## src/bcc_pkg.sv

```systemverilog
// Package: register map, field positions, reset values for the bus controller control block
package bcc_pkg;

	////////////////////////////////////////////////////////////////////////////////
	// Register byte offsets
	localparam logic [7:0] OFS_CONTROL = 8'h00;
	localparam logic [7:0] OFS_OWN_ADDR = 8'h08;
	localparam logic [7:0] OFS_IRQ_MASK = 8'h30;
	localparam logic [7:0] OFS_IRQ_RAW = 8'h34;
	localparam logic [7:0] OFS_ENABLE = 8'h6c;

	////////////////////////////////////////////////////////////////////////////////
	// Control word fields
	localparam int B_MASTER_EN = 0;
	localparam int B_SPEED_LO = 1;
	localparam int B_SPEED_HI = 2;
	localparam int B_INIT_WIDE = 4;
	localparam int B_TGT_WIDE = 3;
	localparam int B_RESTART = 5;
	localparam int B_TGT_OFF = 6;
	localparam int B_STOP_ADDR = 7;
	localparam int B_TXE_CTRL = 8;
	localparam int B_RX_HOLD = 9;
	localparam int B_STOP_MALW = 10;
	localparam int CTRL_W = 11;

	// Bits software may change (0..9); 10 and above are read-only or reserved
	localparam logic [CTRL_W-1:0] CTRL_WMASK = 11'h3ff;
	localparam logic [CTRL_W-1:0] CTRL_RESET = 11'h065;

	////////////////////////////////////////////////////////////////////////////////
	// Speed codes
	localparam logic [1:0] SPD_STD = 2'h1;
	localparam logic [1:0] SPD_FAST = 2'h2;
	localparam logic [1:0] SPD_HIGH = 2'h3;
	localparam logic [1:0] SPD_MAX = 2'h2;

	////////////////////////////////////////////////////////////////////////////////
	// Interrupt status layout
	localparam int IRQ_W = 10;
	localparam int I_RX_OVER = 1;
	localparam int I_TX_EMPTY = 4;
	localparam int I_TX_ABORT = 6;
	localparam int I_STOP = 9;
	localparam logic [IRQ_W-1:0] IRQ_USED = 10'h252;

	////////////////////////////////////////////////////////////////////////////////
	// Other widths and resets
	localparam int ADDR_W = 10;
	localparam int SEVEN = 7;
	localparam logic [ADDR_W-1:0] OWN_ADDR_RESET = 10'h055;
	localparam logic [IRQ_W-1:0] MASK_RESET = 10'h000;

endpackage

```

## src/bcc_ctrl.sv

```systemverilog
// Module: bus controller control word with role, addressing and interrupt qualification logic
`timescale 1ns/100ps
//
// Contract
// - Control word writes accepted only while controller enable reads zero.
// - Bits 10, 11, 16 to 19 are read-only to software.
// - Bit 10 reads zero: master stop interrupt only while master busy.
// - Bit 9 chooses overflow or bus hold when receive queue is full.
// - Bit 8 chooses plain or controlled transmit-empty interrupt.
// - Bit 7 set limits slave stop interrupt to addressed transfers.
// - General call never qualifies stop interrupt when bit 7 set.
// - Bit 6 resets to one and disables all slave actions.
// - Bit 5 resets to one and permits repeated starts as master.
// - Forbidden operation with repeated start off sets abort flag bit 6.
// - Combined operation with repeated start off splits into stop then start.
// - Bit 4 selects seven or ten bit addresses as master.
// - Bit 3 clear: slave ignores wide addresses, compares low seven bits.
// - Bit 3 set: slave answers only wide addresses matching all ten bits.
// - Speed field resets to two; illegal values become highest supported speed.
// - Bit 0 resets to one and enables the master function.

module bcc_ctrl (
	// Clock and reset
	input  wire logic        clk,
	input  wire logic        nrst,
	// Register port
	input  wire logic [7:0]  reg_addr,
	input  wire logic [31:0] reg_wdata,
	input  wire logic        reg_wr,
	input  wire logic        reg_rd,
	output logic      [31:0] reg_rdata,
	// Bus events from the line engine
	input  wire logic        stop_seen,
	input  wire logic        master_busy,
	input  wire logic        addr_seen,
	input  wire logic        addr_is_wide,
	input  wire logic [9:0]  addr_value,
	input  wire logic        addr_general_call,
	// Queue state
	input  wire logic        rx_push,
	input  wire logic        rx_queue_full,
	input  wire logic        tx_queue_empty,
	input  wire logic        tx_idle,
	// Master operation requests
	input  wire logic        op_req,
	input  wire logic        op_start_byte,
	input  wire logic        op_high_speed,
	input  wire logic        op_wide_read,
	input  wire logic        op_combined,
	// Role and mode outputs
	output logic             master_on,
	output logic             target_on,
	output logic      [1:0]  speed_sel,
	output logic             initiator_wide,
	output logic             hold_bus,
	output logic             target_match,
	output logic             op_accept,
	output logic             op_split,
	output logic             op_restart,
	output logic             irq
);

	////////////////////////////////////////////////////////////////////////////////
	// State
	logic [bcc_pkg::CTRL_W-1:0] ctrl_reg;
	logic [bcc_pkg::CTRL_W-1:0] ctrl_next;
	logic                       enable_reg;
	logic [bcc_pkg::ADDR_W-1:0] own_addr_reg;
	logic [bcc_pkg::IRQ_W-1:0]  raw_reg;
	logic [bcc_pkg::IRQ_W-1:0]  raw_next;
	logic [bcc_pkg::IRQ_W-1:0]  mask_reg;
	logic                       addressed_reg;
	logic [31:0]                rdata_reg;
	logic [31:0]                rdata_next;
	logic                       master_on_reg;
	logic                       target_on_reg;
	logic                       hold_reg;
	logic                       match_reg;
	logic                       accept_reg;
	logic                       split_reg;
	logic                       restart_reg;
	logic                       irq_reg;

	////////////////////////////////////////////////////////////////////////////////
	// Address decode
	wire hit_ctrl = reg_addr == bcc_pkg::OFS_CONTROL;
	wire hit_own = reg_addr == bcc_pkg::OFS_OWN_ADDR;
	wire hit_mask = reg_addr == bcc_pkg::OFS_IRQ_MASK;
	wire hit_raw = reg_addr == bcc_pkg::OFS_IRQ_RAW;
	wire hit_en = reg_addr == bcc_pkg::OFS_ENABLE;

	wire wr_ctrl = reg_wr && hit_ctrl && !enable_reg;
	wire wr_own = reg_wr && hit_own && !enable_reg;
	wire wr_mask = reg_wr && hit_mask;
	wire wr_raw = reg_wr && hit_raw;
	wire wr_en = reg_wr && hit_en;

	////////////////////////////////////////////////////////////////////////////////
	// Control fields
	wire f_master = ctrl_reg[bcc_pkg::B_MASTER_EN];
	wire [1:0] f_speed = ctrl_reg[bcc_pkg::B_SPEED_HI:bcc_pkg::B_SPEED_LO];
	wire f_tgt_wide = ctrl_reg[bcc_pkg::B_TGT_WIDE];
	wire f_init_wide = ctrl_reg[bcc_pkg::B_INIT_WIDE];
	wire f_restart = ctrl_reg[bcc_pkg::B_RESTART];
	wire f_tgt_off = ctrl_reg[bcc_pkg::B_TGT_OFF];
	wire f_stop_addr = ctrl_reg[bcc_pkg::B_STOP_ADDR];
	wire f_txe_ctrl = ctrl_reg[bcc_pkg::B_TXE_CTRL];
	wire f_rx_hold = ctrl_reg[bcc_pkg::B_RX_HOLD];
	wire f_stop_malw = ctrl_reg[bcc_pkg::B_STOP_MALW];

	////////////////////////////////////////////////////////////////////////////////
	// Speed sanitising of written value
	wire [1:0] w_speed = reg_wdata[bcc_pkg::B_SPEED_HI:bcc_pkg::B_SPEED_LO];
	wire spd_bad = (w_speed == 2'h0) || (w_speed > bcc_pkg::SPD_MAX);
	wire [1:0] w_speed_ok = spd_bad ? bcc_pkg::SPD_MAX : w_speed;

	always_comb begin
		ctrl_next = ctrl_reg;
		if (wr_ctrl) begin
			// Read-only and reserved positions keep their value
			ctrl_next = (ctrl_reg & ~bcc_pkg::CTRL_WMASK)
				| (reg_wdata[bcc_pkg::CTRL_W-1:0] & bcc_pkg::CTRL_WMASK);
			ctrl_next[bcc_pkg::B_SPEED_HI:bcc_pkg::B_SPEED_LO] = w_speed_ok;
		end
	end

	////////////////////////////////////////////////////////////////////////////////
	// Roles
	wire master_live = enable_reg && f_master;
	wire target_live = enable_reg && !f_tgt_off;

	////////////////////////////////////////////////////////////////////////////////
	// Slave address compare
	wire [6:0] own_low = own_addr_reg[bcc_pkg::SEVEN-1:0];
	wire [6:0] in_low = addr_value[bcc_pkg::SEVEN-1:0];
	wire match_narrow = !f_tgt_wide && !addr_is_wide && (in_low == own_low);
	wire match_wide = f_tgt_wide && addr_is_wide && (addr_value == own_addr_reg);
	wire addr_match = addr_seen && target_live && !addr_general_call
		&& (match_narrow || match_wide);

	////////////////////////////////////////////////////////////////////////////////
	// Stop interrupt qualification
	wire stop_slave = target_live && (!f_stop_addr || addressed_reg);
	wire stop_master = master_live && (master_busy || f_stop_malw);
	wire ev_stop = stop_seen && (stop_slave || stop_master);

	////////////////////////////////////////////////////////////////////////////////
	// Receive queue full handling
	wire ev_rx_over = rx_push && rx_queue_full && !f_rx_hold && enable_reg;
	wire hold_want = rx_queue_full && f_rx_hold && enable_reg;

	////////////////////////////////////////////////////////////////////////////////
	// Transmit empty: controlled mode waits for the line to go idle
	wire ev_tx_empty = enable_reg && tx_queue_empty
		&& (!f_txe_ctrl || tx_idle);

	////////////////////////////////////////////////////////////////////////////////
	// Master operation screening
	wire op_forbid = op_start_byte || op_high_speed || op_wide_read;
	wire op_go = op_req && master_live;
	wire ev_abort = op_go && !f_restart && op_forbid;
	wire op_ok = op_go && !ev_abort;
	wire do_split = op_ok && op_combined && !f_restart;
	wire do_restart = op_ok && op_combined && f_restart;

	////////////////////////////////////////////////////////////////////////////////
	// Interrupt status: events set, write one clears, set wins
	logic [bcc_pkg::IRQ_W-1:0] ev_vec;
	logic [bcc_pkg::IRQ_W-1:0] clr_vec;

	always_comb begin
		ev_vec = '0;
		ev_vec[bcc_pkg::I_RX_OVER] = ev_rx_over;
		ev_vec[bcc_pkg::I_TX_EMPTY] = ev_tx_empty;
		ev_vec[bcc_pkg::I_TX_ABORT] = ev_abort;
		ev_vec[bcc_pkg::I_STOP] = ev_stop;
	end

	assign clr_vec = wr_raw ? reg_wdata[bcc_pkg::IRQ_W-1:0] : '0;

	always_comb begin
		raw_next = ((raw_reg & ~clr_vec) | ev_vec) & bcc_pkg::IRQ_USED;
	end

	wire irq_next = |(raw_next & mask_reg);

	////////////////////////////////////////////////////////////////////////////////
	// Read mux, unmapped addresses read zero
	always_comb begin
		rdata_next = 32'h0000_0000;
		if (reg_rd) begin
			if (hit_ctrl) begin
				rdata_next[bcc_pkg::CTRL_W-1:0] = ctrl_reg;
			end
			if (hit_own) begin
				rdata_next[bcc_pkg::ADDR_W-1:0] = own_addr_reg;
			end
			if (hit_mask) begin
				rdata_next[bcc_pkg::IRQ_W-1:0] = mask_reg;
			end
			if (hit_raw) begin
				rdata_next[bcc_pkg::IRQ_W-1:0] = raw_reg;
			end
			if (hit_en) begin
				rdata_next[0] = enable_reg;
			end
		end
	end

	////////////////////////////////////////////////////////////////////////////////
	// Control and configuration registers
	always_ff @(posedge clk or negedge nrst) begin
		if (!nrst) begin
			ctrl_reg <= bcc_pkg::CTRL_RESET;
		end else begin
			ctrl_reg <= ctrl_next;
		end
	end

	always_ff @(posedge clk or negedge nrst) begin
		if (!nrst) begin
			enable_reg <= 1'b0;
			own_addr_reg <= bcc_pkg::OWN_ADDR_RESET;
			mask_reg <= bcc_pkg::MASK_RESET;
		end else begin
			if (wr_en) begin
				enable_reg <= reg_wdata[0];
			end
			if (wr_own) begin
				own_addr_reg <= reg_wdata[bcc_pkg::ADDR_W-1:0];
			end
			if (wr_mask) begin
				mask_reg <= reg_wdata[bcc_pkg::IRQ_W-1:0] & bcc_pkg::IRQ_USED;
			end
		end
	end

	////////////////////////////////////////////////////////////////////////////////
	// Addressed flag: set on own match, cleared by stop
	always_ff @(posedge clk or negedge nrst) begin
		if (!nrst) begin
			addressed_reg <= 1'b0;
		end else if (addr_match) begin
			addressed_reg <= 1'b1;
		end else if (stop_seen || !target_live) begin
			addressed_reg <= 1'b0;
		end
	end

	////////////////////////////////////////////////////////////////////////////////
	// Interrupt status and read data
	always_ff @(posedge clk or negedge nrst) begin
		if (!nrst) begin
			raw_reg <= '0;
			irq_reg <= 1'b0;
			rdata_reg <= 32'h0000_0000;
		end else begin
			raw_reg <= raw_next;
			irq_reg <= irq_next;
			rdata_reg <= rdata_next;
		end
	end

	////////////////////////////////////////////////////////////////////////////////
	// Registered outputs
	always_ff @(posedge clk or negedge nrst) begin
		if (!nrst) begin
			master_on_reg <= 1'b0;
			target_on_reg <= 1'b0;
			hold_reg <= 1'b0;
			match_reg <= 1'b0;
		end else begin
			master_on_reg <= master_live;
			target_on_reg <= target_live;
			hold_reg <= hold_want;
			match_reg <= addr_match;
		end
	end

	always_ff @(posedge clk or negedge nrst) begin
		if (!nrst) begin
			accept_reg <= 1'b0;
			split_reg <= 1'b0;
			restart_reg <= 1'b0;
		end else begin
			accept_reg <= op_ok;
			split_reg <= do_split;
			restart_reg <= do_restart;
		end
	end

	////////////////////////////////////////////////////////////////////////////////
	// Port drive
	assign reg_rdata = rdata_reg;
	assign master_on = master_on_reg;
	assign target_on = target_on_reg;
	assign speed_sel = ctrl_reg[bcc_pkg::B_SPEED_HI:bcc_pkg::B_SPEED_LO];
	assign initiator_wide = ctrl_reg[bcc_pkg::B_INIT_WIDE];
	assign hold_bus = hold_reg;
	assign target_match = match_reg;
	assign op_accept = accept_reg;
	assign op_split = split_reg;
	assign op_restart = restart_reg;
	assign irq = irq_reg;

endmodule

```

## config.mk

```make
export PLATFORM = sky130hd
export DESIGN_NAME = bcc_ctrl
export DESIGN_NICKNAME = d
export VERILOG_FILES = /design/src/bcc_pkg.sv /design/src/bcc_ctrl.sv
export SDC_FILE = /design/constraint.sdc
export NUM_CORES = 1
export LEC_CHECK = 0
export BUFFER_PORTS_ARGS = -buffer_cell sky130_fd_sc_hd__buf_2
export CAP_MARGIN = 20
export CORE_ASPECT_RATIO = 1.1
export CORE_MARGIN = 4
export CORE_UTILIZATION = 38
export CTS_BUF_LIST = sky130_fd_sc_hd__clkbuf_8
export DETAILED_ROUTE_END_ITERATION = 6
export PLACE_DENSITY = 0.7
export SYNTH_ARGS = -nofsm -noshare
export SYNTH_HDL_FRONTEND = slang
export SYNTH_SLANG_ARGS = --single-unit
```

## constraint.sdc

```tcl
create_clock -name clk -period 4.6 [get_ports clk]
set_input_delay 0.92 -clock clk [delete_from_list [all_inputs] [get_ports clk]]
set_output_delay 0.92 -clock clk [all_outputs]
set_load 0.01 [all_outputs]
```

==> out/qor.csv, run 1 <==
metric,value,unit
Yosys reg bits,49,
metal2 WL,2950,um
1st-iter DRT viols,99,
max_slew headroom,0.441,
fin crit share,0.561,
"Reg clk slew, reported paths",80,ps
drt pass-1 iters,4,
area grow syn2layout,19.5,%
FF-to-FF path depth,5,
Via density,5.01,
total grt overflow,0,
Syn Std Cell Area,0.00239,mm^2
htree depth,2,
Final WS setup,2020,ps
RSZ-0062 raised after global routing,false,
startpoint types,input port,
setup TNS,0,ps
total track usage,0.154,
top_reg_cell synth,dfrtp_1,
metal1 wirelength,2250,um
# setup viols final,0,
Sequential Area,0.00124,mm^2
fin crit period,2580,ps
total wire length,5690,um
Hold Buf Count CTS,0,
Slew @ Worst Pin,836,ps
CTS resizes,0,
Longest Clk Path Bufs,2,
initial antenna violation count,0,
Antenna diodes,0,
clock latency on the worst-skew pair,310,ps
vias,1829,
die area,0.00763,mm^2
share of layout cells above drive strength 1,0.400,
CP Data Required Time,4790,ps
Synth area leaders,"dfrtp_1, mux2_2, dfstp_2",
first-pass GRT wire length,9050,um
VDD IR max,0.111,mV
hold crit path type,input port to asynchronous set/reset pin,
share of flip-flops with an asynchronous set or reset,1.00,
number of flops mapped to enable cells by yosys,0,
yosys warns,0,
most frequent cells in the layout,"buf_2, dfrtp_1, mux2_2, conb_1, nor2_1",
Num CTS Buffers,5,
max-slew violations,0,
setup bufs post-CTS,0,
Die Height,91.2,um
Filler Cell Count,623,
Final nets,352,
DP Area,0.00274,mm^2
post-route design area,0.00286,mm^2
flop-to-flop setup slack,2910,ps
Yosys top cell area share,0.429,
clk_skew,7.98,ps
vias in the first global route,1775,
largest net degree at the start of global routing,50,
hpwl dp,4400,um
register area share after synthesis,0.517,
area of the multi-input gates,0.00103,mm^2
Reg2Reg Launch Point,enable_reg,
Mean Syn Cell Area,11.2,um^2
FMAX,387,MHz
port bufs,67,
pre-CTS setup slack,1690,ps
drt wl/cell,15.6,um
Mapped Cells,213,
Residual DRC,0,
Final GP Congestion,0.848,
post-route ant nets,0,
"commonest non-fill, non-tap cell in the layout",buf_2,
Critical Path Fanout Max,4,
Worst Setup End Kind,register,
CTS tree,done,
placed cells,356,
uppermost layer routed,met4,
Root Buffer Master,clkbuf_8,
max cap viols,0,
site row count,30,
Routed met3 length,416,um
crit path kind,input port to register,
Die X-Extent,83.7,um
initial cell density of the core,0.389,
R2R Path End,irq,
"Cell Count, Final, Fillers Out",365,
Power Density,294,mW/mm^2
max reg flops,11,
final hold vios,0,
status,completed,
clk sink count,49,
Top Ports,111,
Synth cell types,42,
Synth area leader,dfrtp_1,
core area,0.00616,mm^2
P_leak,1.40,nW
Crit path arrival time,2770,ps
## critical path: stages
cell and delay (ps):
buf_2 110, or4b_4 580, nor4b_4 390, nand2_1 120, a311o_1 370, a221o_1 270
## where the power goes
group          total, mW  internal, mW  leakage, nW  switching (mW)
clock network      0.264         0.122       0.0512           0.142
logic             0.0996        0.0460        0.713          0.0536
registers          0.475         0.456        0.636          0.0192
## kinds of logic (layout without fill, tap and decap cells)
group | Yosys count | in the layout | share of synthesized area
simple gates | 65 | 65 | 0.150
flops | 49 | 49 | 0.517
compound gates | 34 | 34 | 0.105
buf+inv | 32 | 83 | 0.0873
mux | 22 | 22 | 0.104
xor+xnor | 10 | 10 | 0.0366
other cells | 1 | 22 | 0.00157
## worst max-delay path by stage
stage / from / endpoint / slack, ps / cells past startpoint
6_report: reg_addr[1] / irq / 2020 / 6
5_1_grt: reg_addr[1] / irq / 1970 / 6
4_1_cts: reg_addr[1] / irq / 2030 / 6
3_5_place_dp: reg_addr[1] / irq / 1690 / 6
3_3_place_gp: reg_addr[1] / irq / 1730 / 6
2_1_floorplan: reg_addr[1] / irq / 2040 / 5
## final cells by class
class / instances / share of cell area
inverters: 4 / 0.00525
repair buffers: 71 / 0.132
clock buffers: 6 / 0.0289
flip-flops and latches: 49 / 0.433
well taps: 80 / 0.0350
clock inverters: 2 / 0.00482
multi-input cells: 153 / 0.361
## routing by layer
layer,GRT usage,vias to the layer above
li1,-,856
met1,0.190,895
met2,0.257,71
met3,0.0454,7
met4,0.0523,0
met5,0,-
## synthesized netlist by cell type (3+ instances only)
library cell	number
a22oi_1	9
buf_4	23
nor2b_1	3
clkbuf_1	3
o2bb2ai_1	3
xnor2_1	10
nor2_1	19
nand2_1	15
nor3_1	6
dfstp_2	8
o21ai_0	9
dfrtp_1	41
and3_1	3
mux2_2	22
inv_1	4
## stage by stage
stage / utilization / power, mW / hold slack [ps]
after detailed placement: 0.445 / 0.582 / 499
after global routing: 0.464 / 0.880 / 453
after global placement: 0.445 / 0.579 / 493
after CTS: 0.461 / 0.847 / 521
final: 0.464 / 0.839 / 445
after floorplan: - / 0.545 / 476
Note: power is estimated with default switching activity, not from simulation.
==> run 2, diff against run 1 <==
ABC_AREA = 1   (was not set)
PLACE_DENSITY = 0.69   (was 0.7)
clock period = 2.65 ns   (was 4.6 ns; I/O delays follow)
==> run 2 against run 1 <==
Net effect:
- routed wire length is 4.1% higher
- via count grew 13%
- sequential power rose by 71%
- non-clock buffer count shrank 1
- worst hold slack worse by 130 ps
- cell area up 2.7%
- clock-buffer cell count shrank 1
- sequential cell count did not move
- sequential share of layout area down 1.1 points
- highest routed layer unchanged
==> out/qor.csv, run 2 <==
metric,value,unit,change
Die X-Extent,85.7,um,was 83.7 um
max_slew headroom,0.556,,was 0.441
Final GP Congestion,0.806,,was 0.848
Synth Area in Compound Gates,0.123,,was 0.105
Worst Setup End Kind,register,,unchanged
number of flops mapped to enable cells by yosys,0,,unchanged
final hold vios,0,,unchanged
# setup viols final,0,,unchanged
Slew @ Worst Pin,665,ps,was 836 ps
Mapped Cells,287,,was 213
CP peak stage delay,410,ps,was 580 ps
Power Density,483,mW/mm^2,was 294 mW/mm^2
clock latency on the worst-skew pair,300,ps,was 310 ps
Final nets,425,,was 352
fin crit share,0.647,,
total grt overflow,0,,unchanged
Synth area leaders,"dfrtp_1, nand2_1, dfstp_2",,"was dfrtp_1, mux2_2, dfstp_2"
initial cell density of the core,0.400,,was 0.389
yosys warns,0,,unchanged
CP Data Required Time,2810,ps,was 4790 ps
Crit path depth,8,,was 6
initial antenna violation count,0,,unchanged
Mean Syn Cell Area,8.79,um^2,was 11.2 um^2
htree depth,2,,unchanged
status,completed,,unchanged
Num CTS Buffers,5,,unchanged
max reg flops,11,,unchanged
Syn Std Cell Area,0.00252,mm^2,was 0.00239 mm^2
Filler Cell Count,653,,was 623
die area,0.00801,mm^2,was 0.00763 mm^2
Yosys reg bits,49,,unchanged
"commonest non-fill, non-tap cell in the layout",nand2_1,,was buf_2
Synth cell types,35,,was 42
setup TNS,0,ps,unchanged
total wire length,5930,um,was 5690 um
synthesized-area fraction occupied by adder cells,0,,unchanged
share of layout cells above drive strength 1,0.310,,was 0.400
Post-Synth XOR/XNOR Area,0.0174,,was 0.0366
most frequent cells in the layout,"nand2_1, buf_2, dfrtp_1, inv_1, conb_1",,"was buf_2, dfrtp_1, mux2_2, conb_1, nor2_1"
CP endpoint,own_addr_reg[9],,was irq
Longest Clk Path Bufs,2,,unchanged
VDD IR max,0.241,mV,was 0.111 mV
flop-to-flop setup slack,1080,ps,was 2910 ps
core area,0.00631,mm^2,was 0.00616 mm^2
Reg2Reg Launch Point,enable_reg,,unchanged
setup bufs post-CTS,0,,unchanged
clk_skew,3.68,ps,was 7.98 ps
Residual DRC,0,,unchanged
CTS resizes,0,,unchanged
site row count,30,,unchanged
port bufs,67,,unchanged
drt wl/cell,13.5,um,was 15.6 um
crit path buf inv count,2,,was 1
top_reg_cell synth,dfrtp_1,,unchanged
R2R Path End,own_addr_reg[9],,was irq
hpwl dp,4500,um,was 4400 um
Critical-path top delay cell,nand2_1,,was or4b_4
vias in the first global route,2064,,was 1775
Hold Buf Count CTS,0,,unchanged
crit path kind,input port to register,,unchanged
CP dominant cell by count,nand2_1,,
largest net degree at the start of global routing,50,,unchanged
max-slew violations,0,,unchanged
Via density,4.73,,was 5.01
first-pass GRT wire length,9530,um,was 9050 um
register area share after synthesis,0.490,,was 0.517
"Reg clk slew, reported paths",80,ps,about the same
total power,1.42,mW,was 0.839 mW
mux contribution to synthesized area,0.00397,,was 0.104
Die Height,93.5,um,was 91.2 um
Critical Path Fanout Max,20,,was 4
fin crit period,1720,ps,
CP Launch Point,reg_addr[1],,unchanged
share of flip-flops with an asynchronous set or reset,1.00,,unchanged
simple-gate area share of the yosys netlist,0.235,,was 0.150
Yosys top cell area share,0.407,,was 0.429
startpoint types,input port,,unchanged
Top Ports,111,,unchanged
max cap viols,0,,unchanged
CTS tree,done,,unchanged
largest family of logic cells by synthesized area,simple AND/OR/NAND/NOR gates,,unchanged
crit-path cells,"buf_2, nor2_4, nand3_1, nor2_1, buf_4, nand2_1, nand2_1, o21ai_1",,"was buf_2, or4b_4, nor4b_4, nand2_1, a311o_1, a221o_1"
FF-to-FF path depth,4,,was 5
"count leader, synth",nand2_1,,was dfrtp_1
hold crit path type,input port to asynchronous set/reset pin,,unchanged
area grow syn2layout,16.3,%,was 19.5%
critical path's top delay family,simple AND/OR/NAND/NOR gates,,unchanged
Synth area leader,dfrtp_1,,unchanged
1st-iter DRT viols,135,,was 99
total track usage,0.151,,was 0.154
drt pass-1 iters,7,,was 4
RSZ-0062 raised after global routing,false,,unchanged
FMAX,583,MHz,
clk sink count,49,,unchanged
Root Buffer Master,clkbuf_8,,unchanged
post-route ant nets,0,,unchanged
P_leak,1.57,nW,was 1.40 nW
most frequent cells after synthesis,"nand2_1, dfrtp_1, inv_1",,"was dfrtp_1, buf_4, mux2_2"
vias,2070,,was 1829
Antenna diodes,0,,unchanged
Crit path arrival time,1880,ps,was 2770 ps
## run 2: cell families (layout without fill, tap and decap cells)
| kind of cell | Yosys count | in the layout |
|---|---|---|
| AO/OA/AOI/OAI | 49 | 49 |
| XOR/XNOR | 5 | 5 |
| buffers and inverters | 59 | 109 |
| flip-flops | 49 | 49 |
| multiplexers | 1 | 1 |
| other | 1 | 22 |
| AND/OR/NAND/NOR | 123 | 123 |
## run 2: worst min-delay path by stage
| stage | from | end | slack (ps) | cells after the start |
|---|---|---|---|---|
| finish | nrst | raw_reg[9] | 320 | 2 |
| floorplan | nrst | addressed_reg | 230 | 0 |
| global placement | own_addr_reg[6] | own_addr_reg[6] | 470 | 2 |
| CTS | nrst | reg_rdata[4] | 340 | 2 |
| detailed placement | own_addr_reg[6] | own_addr_reg[6] | 480 | 2 |
| global route | nrst | hold_bus | 380 | 2 |
## run 2: report_power, final
part | switching (mW) | internal, mW
combinational | 0.111 | 0.0653
sequential | 0.0265 | 0.788
clock | 0.246 | 0.180
## run 2: metal layers
layer  global-route usage  part of all wire  vias up
met4               0.0501             0.016        0
met1                0.186              0.40      958
li1                     -                 -     1018
met5                    0                 0        -
met2                0.257              0.50       82
met3               0.0352             0.084       12
## run 2: layout make-up
cell class	instances	area, um^2	area share
clock buffer	5	68.8	0.0235
clock inverter	3	15.0	0.00512
inverter	31	116	0.0397
multi-input combinational	200	1040	0.354
sequential	49	1240	0.421
tap	80	100	0.0341
timing repair buffer	70	358	0.122
## run 2: through the flow
step                      area, um^2  setup WS, ps  hold WS, ps  cells   util
after detailed placement        2850           628          483    430  0.452
after global routing            2930           780          382    438  0.465
after floorplan                 2600          1230          234    308      -
after CTS                       2930           943          342    438  0.465
final                           2930           935          316    438  0.465
after global placement          2850           666          475    430  0.452
